[config.mk]
export PLATFORM = sky130hd
export DESIGN_NAME = bus_arbiter
export DESIGN_NICKNAME = d
export VERILOG_FILES = /design/src/logic/arb_pkg.sv /design/src/logic/sync_chain.sv /design/src/logic/bus_arbiter.sv
export SDC_FILE = /design/constraint.sdc
export NUM_CORES = 1
export LEC_CHECK = 0
export BUFFER_PORTS_ARGS = -buffer_cell sky130_fd_sc_hd__buf_2
export CAP_MARGIN = 20
export CORE_AREA = 5 5 42 44
export DETAILED_ROUTE_END_ITERATION = 12
export DIE_AREA = 0 0 47 49
export PLACE_DENSITY_LB_ADDON = 0.25
export SYNTH_ARGS = -nofsm -noshare
export SYNTH_HDL_FRONTEND = slang
export SYNTH_HIERARCHICAL = 1
export SYNTH_SLANG_ARGS = --single-unit
[constraint.sdc]
create_clock -name clk -period 1.1 [get_ports clk]
set_input_delay 0.22 -clock clk [delete_from_list [all_inputs] [get_ports clk]]
set_output_delay 0.22 -clock clk [all_outputs]
set_load 0.05 [all_outputs]
[src/logic/arb_pkg.sv]
// shared constants and types for the three-wire bus arbiter
package arb_pkg;
	// synchroniser depth: request and acknowledge are usable within two clocks
	localparam int SYNC_STAGES = 2;
	// number of asynchronous inputs brought through the synchroniser
	localparam int ASYNC_INPUTS = 2;
	// bit positions in the synchroniser vector
	localparam int SYNC_BIT_REQ = 0;
	localparam int SYNC_BIT_ACK = 1;
	// reset values
	localparam logic GRANT_RESET = 1'b0;
	localparam logic FLOAT_RESET = 1'b0;

	// arbiter states; gray along 0-1-3-2-6
	typedef enum logic [2:0] {
		ARB_IDLE = 3'h0,
		ARB_GRANT = 3'h1,
		ARB_HOLD = 3'h3,
		ARB_REVOKE = 3'h2,
		ARB_OWNED = 3'h6
	} arb_state_t;
endpackage

[src/logic/sync_chain.sv]
// multi-bit two-flop synchroniser for asynchronous level inputs
`timescale 1ns/1ps
module sync_chain #(
	parameter int WIDTH = 2,
	parameter int STAGES = 2
) (
	// clock and reset
	input wire logic clk,
	input wire logic rst,
	// levels
	input wire logic [WIDTH-1:0] async_in,
	output logic [WIDTH-1:0] sync_out
);
	typedef struct packed {
		logic [STAGES-1:0][WIDTH-1:0] stage_r;
	} sync_state_t;

	sync_state_t s_r;
	sync_state_t s_nxt;

	always_comb begin
		s_nxt = s_r;
		s_nxt.stage_r[0] = async_in;
		for (int i = 1; i < STAGES; i++) begin
			s_nxt.stage_r[i] = s_r.stage_r[i-1];
		end
	end

	always_ff @(posedge clk or posedge rst) begin
		if (rst) begin
			s_r <= '0;
		end else begin
			s_r <= s_nxt;
		end
	end

	// only the last stage is read outside
	assign sync_out = s_r.stage_r[STAGES-1];
endmodule

[src/logic/bus_arbiter.sv]
// three-wire bus arbiter: request, grant, grant acknowledge, bus float control
`timescale 1ns/1ps

module bus_arbiter
	import arb_pkg::*;
#(
	parameter int SYNC_DEPTH = arb_pkg::SYNC_STAGES
) (
	// clock and reset
	input wire logic clk,
	input wire logic rst,
	// arbitration pins (active high, positive logic)
	input wire logic bus_request_in,
	input wire logic grant_acknowledge,
	output logic grant_out,
	// processor bus state
	input wire logic cycle_strobe,
	input wire logic locked_cycle_indicator,
	input wire logic cycle_decided,
	input wire logic cycle_started,
	// bus float control to the bus controller
	output logic bus_float,
	output logic bus_drive_en,
	output logic cycle_inhibit,
	// observation
	output arb_pkg::arb_state_t arb_state
);
	import arb_pkg::*;

	////////////////////////////////////////////////////////////////////////////
	// synchronisers

	logic [ASYNC_INPUTS-1:0] sync_vec;
	logic req_s;
	logic ack_s;

	sync_chain #(
		.WIDTH(ASYNC_INPUTS),
		.STAGES(SYNC_DEPTH)
	) u_sync (
		.clk(clk),
		.rst(rst),
		.async_in({grant_acknowledge, bus_request_in}),
		.sync_out(sync_vec)
	);

	assign req_s = sync_vec[SYNC_BIT_REQ];
	assign ack_s = sync_vec[SYNC_BIT_ACK];

	////////////////////////////////////////////////////////////////////////////
	// state

	typedef struct packed {
		arb_state_t state_r;
		logic pending_r;
		logic float_r;
	} arb_regs_t;

	arb_regs_t r_r;
	arb_regs_t r_nxt;
	logic grant_fall_r;

	function automatic logic state_grants(input arb_state_t st);
		return (st == ARB_GRANT) || (st == ARB_HOLD);
	endfunction

	function automatic logic state_floats(input arb_state_t st);
		return st != ARB_IDLE;
	endfunction

	logic req_eff;
	logic grant_blocked;

	// in ARB_IDLE, lock masks the request and a decided but unstarted cycle only delays grant
	assign req_eff = req_s && !locked_cycle_indicator;
	assign grant_blocked = r_r.pending_r && !cycle_started;

	always_comb begin
		r_nxt = r_r;
		// remember an internal decision until that cycle begins
		if (cycle_started) begin
			r_nxt.pending_r = 1'b0;
		end else if (cycle_decided) begin
			r_nxt.pending_r = 1'b1;
		end
		case (r_r.state_r)
			ARB_IDLE: begin
				if (req_eff && !grant_blocked && !cycle_decided) begin
					r_nxt.state_r = ARB_GRANT;
				end else if (ack_s) begin
					r_nxt.state_r = ARB_OWNED;
				end else begin
					r_nxt.state_r = ARB_IDLE;
				end
			end
			ARB_GRANT: begin
				r_nxt.state_r = ARB_HOLD;
			end
			ARB_HOLD: begin
				if (ack_s || !req_s) begin
					r_nxt.state_r = ARB_REVOKE;
				end else begin
					r_nxt.state_r = ARB_HOLD;
				end
			end
			ARB_REVOKE: begin
				r_nxt.state_r = ARB_OWNED;
			end
			ARB_OWNED: begin
				if (ack_s && req_s) begin
					r_nxt.state_r = ARB_GRANT;
				end else if (ack_s) begin
					r_nxt.state_r = ARB_OWNED;
				end else begin
					r_nxt.state_r = ARB_IDLE;
				end
			end
			default: begin
				r_nxt.state_r = ARB_IDLE;
			end
		endcase
		// float once no strobe and no lock; drop at once when arbiter is idle
		if (!state_floats(r_nxt.state_r)) begin
			r_nxt.float_r = 1'b0;
		end else if (!cycle_strobe && !locked_cycle_indicator) begin
			r_nxt.float_r = 1'b1;
		end
	end

	always_ff @(posedge clk or posedge rst) begin
		if (rst) begin
			r_r <= '{state_r: ARB_IDLE, pending_r: 1'b0, float_r: FLOAT_RESET};
		end else begin
			r_r <= r_nxt;
		end
	end

	// grant pin follows the state on the falling edge
	always_ff @(negedge clk or posedge rst) begin
		if (rst) begin
			grant_fall_r <= GRANT_RESET;
		end else begin
			grant_fall_r <= state_grants(r_r.state_r);
		end
	end

	////////////////////////////////////////////////////////////////////////////
	// outputs

	assign grant_out = grant_fall_r;
	assign bus_float = r_r.float_r;
	assign bus_drive_en = !r_r.float_r;
	// no new external cycle while any arbitration is under way
	assign cycle_inhibit = state_floats(r_r.state_r);
	assign arb_state = r_r.state_r;
endmodule

==> impl_results.md <==
- Yosys synthesis warning count: 6
- Asr flop ratio synth: 1.00
- CP cell instances: buf_6
- Max Slew Vio Count: 0
- Layout Utilization: 0.571
- Post-synth top area share: 0.503
- Slew @ Worst Pin: roughly 280 ps
- Iteration count of the initial detailed-routing pass: 2
- Clock-pin transition on the worst setup and hold timing paths: roughly 60 ps
- Remaining Overflow, GRT: 0
- Top post-synthesis cells by area: dfrtp_1 (50%), dfrtn_1 (5.6%), o211ai_2 (5.6%), buf_4 (5.0%), inv_1 (4.2%)
- Primary FF master, synth: dfrtp_1
- DRT iter0 DRCs: 3
- WHS: 58.8 ps
- Most frequent cell after synthesis: dfrtp_1
- Post-route cell area: approximately 800 um2
- Failing checks: negative setup slack
- Die area: 0.00230 mm2
- GRT Util Overall: 0.109
- Synth area leader: dfrtp_1
- Hold/Removal Path Class: input pin to flip-flop
- Layout cells sized above 1: 0.686
- Clk sink count: 10
- Core area: roughly 0.0014 mm2
- Port Buf Inserts: 14
- Crit path DAT: roughly 1400 ps
- Met2 usage: 0.165
- Antenna Nets Post-Route: 0
- Most instantiated cells after synthesis: dfrtp_1 (9), inv_1 (5), nor2_1 (5)
- Avg Inst Size Synth: 11.2 um2
- WS Path Type: flip-flop to primary output
- Worst Setup Start Kind: flip-flop
- Residual DRC count: 0
- Syn Std Cell Area: 448 um2
- Maximum number of pins on one net before global-route repair: 7
- H-tree depth: 1
- First-pass GRT wire length: about 1800 um
- RSZ-0062 raised after global routing: yes
- Worst setup EP type: primary output
- Seq/Total Area, Yosys: 0.559
- Worst-skew pair later-pin latency: around 270 ps
- R2R Setup Slk: -120 ps
- I/O pins: 15
- Post-route setup slack: -501 ps
- Fin nets: between 70 and 80
- DP HPWL: about 700 um
- Final Non-Filler Cells: 86
- Max-slew headroom: 0.812
- Syn-to-layout area delta: 78.5%
- PD cells: 3190 mW/mm2
- Final Skew: approximately 7 ps
- DR vias: around 390
- Maximum VDD drop: approximately 1.4 mV
- Synth Register Bits: 10
- Die height: around 49 um
- Leakage: approximately 0.4 nW
- Via density: 4.55
- Vias in the first global route: between 400 and 500
- Status: complete, but fails checks
- DP Cell Count: 75
- CP Buf/Inv Count: 1
- M3 GR Usage: 0.0664
- Diodes inserted: 0
- Most Crowded Layer GR: met2
- Final WL: 1060 um
- Clock Tree Root: clkbuf_4
- CP delay by family, top: flip-flops
- Final Total Pwr: around 2.6 mW
- Std cell rows: 14
- RePlAce Congestion: about 0.65
- Final setup violating endpoints: 11
- Global Route met1 Usage: 0.127
- CP max stage cell: dfrtn_1
- Cell Area, Placed: between 500 and 600 um2
- Final hold violation count: 0
- Max incr delay on CP: 400 ps
- Distinct cells, synth: 18
- Syn Nets: 48
- CTS buffer count: 3
- Die width: between 40 and 50 um
- Max Cap Viol: 0
- WL/cell: between 10 and 15 um
- Worst EP required: between 800 and 900 ps
- Number of synthesized flops with an enable pin: 0
- TritonCTS clock tree: built
- Antenna violations before repair: 0
- CTS Buffer Depth: 2
- Synth Instances: 40
- Initial core utilization: 0.320
- Critical path peak fanout: 1
[metrics by stage]
stage | TNS (ps) | worst slack (ps)
after global routing | -1990 | -537
after global placement | -604 | -280
final | -1460 | -501
after CTS | -1550 | -514
after detailed placement | -599 | -287
after floorplan | -475 | -321
[layout by cell type, fill, tap and decap left out, drive strengths merged, types with 2 or more instances in the layout]
cell type and n:
buf 28, o211ai 2, nand2 2, nand2b 2, clkbuf 4, dfrtp 9
inv 5, nor2 5, nor2b 2
[metal layers]
| layer | part of all wire | vias to the layer above |
|---|---|---|
| met3 | 0.068 | 0 |
| li1 | - | 192 |
| met1 | 0.42 | 186 |
| met4 | 0 | 0 |
| met5 | 0 | - |
| met2 | 0.51 | 13 |
[state kept, by name, indices dropped and copies added (netlist names)]
name	flops
arb_state	3
u_sync/s_nxt	2
bus_float	1
r_r	1
grant_out	1
u_sync/sync_out	2
[kinds of logic (layout without fill, tap and decap cells)]
logic type,count (synthesis),after routing,synth area share
buffers and inverters,8,38,0.0922
AND/OR/NAND/NOR,12,12,0.140
flip-flops,10,10,0.559
AO/OA/AOI/OAI,10,10,0.209
[timing repair]
| action | CTS | global route |
|---|---|---|
| endpoints found under the hold margin | 9 | 0 |
| endpoints found under the setup margin | 12 | 12 |
| setup buffers | 4 | 3 |
| resized for setup | 33 | 2 |
| hold buffers | 1 | 0 |
| pin swaps | 6 | 4 |
[layout make-up]
class                      count  area (um2)
sequential                    10         251
fill                         134         602
clock buffer                   4        36.3
inverter                       5        18.8
multi-input combinational     22         206
tap                           16        20.0
timing repair buffer          29         267
[report_power, final]
group | leakage, nW | internal [mW] | total [mW] | switching [mW]
Combinational | 0.252 | 0.834 | 1.66 | 0.827
Sequential | 0.121 | 0.461 | 0.563 | 0.102
Clock | 0.0210 | 0.201 | 0.330 | 0.129
[path summary, 6_finish.rpt]
kind | startpoint | end | cells after the start
min in group asynchronous | rst | u_sync/sync_out[0] | 3
setup / recovery | grant_out | grant_out | 1
hold reg to reg | u_sync/s_nxt[2] | u_sync/sync_out[0] | 0
max in group asynchronous | rst | grant_out | 3
setup reg to reg | u_sync/sync_out[0] | arb_state[1] | 3
hold / removal | grant_acknowledge | u_sync/s_nxt[3] | 1
(Power assumes the default switching activity.)
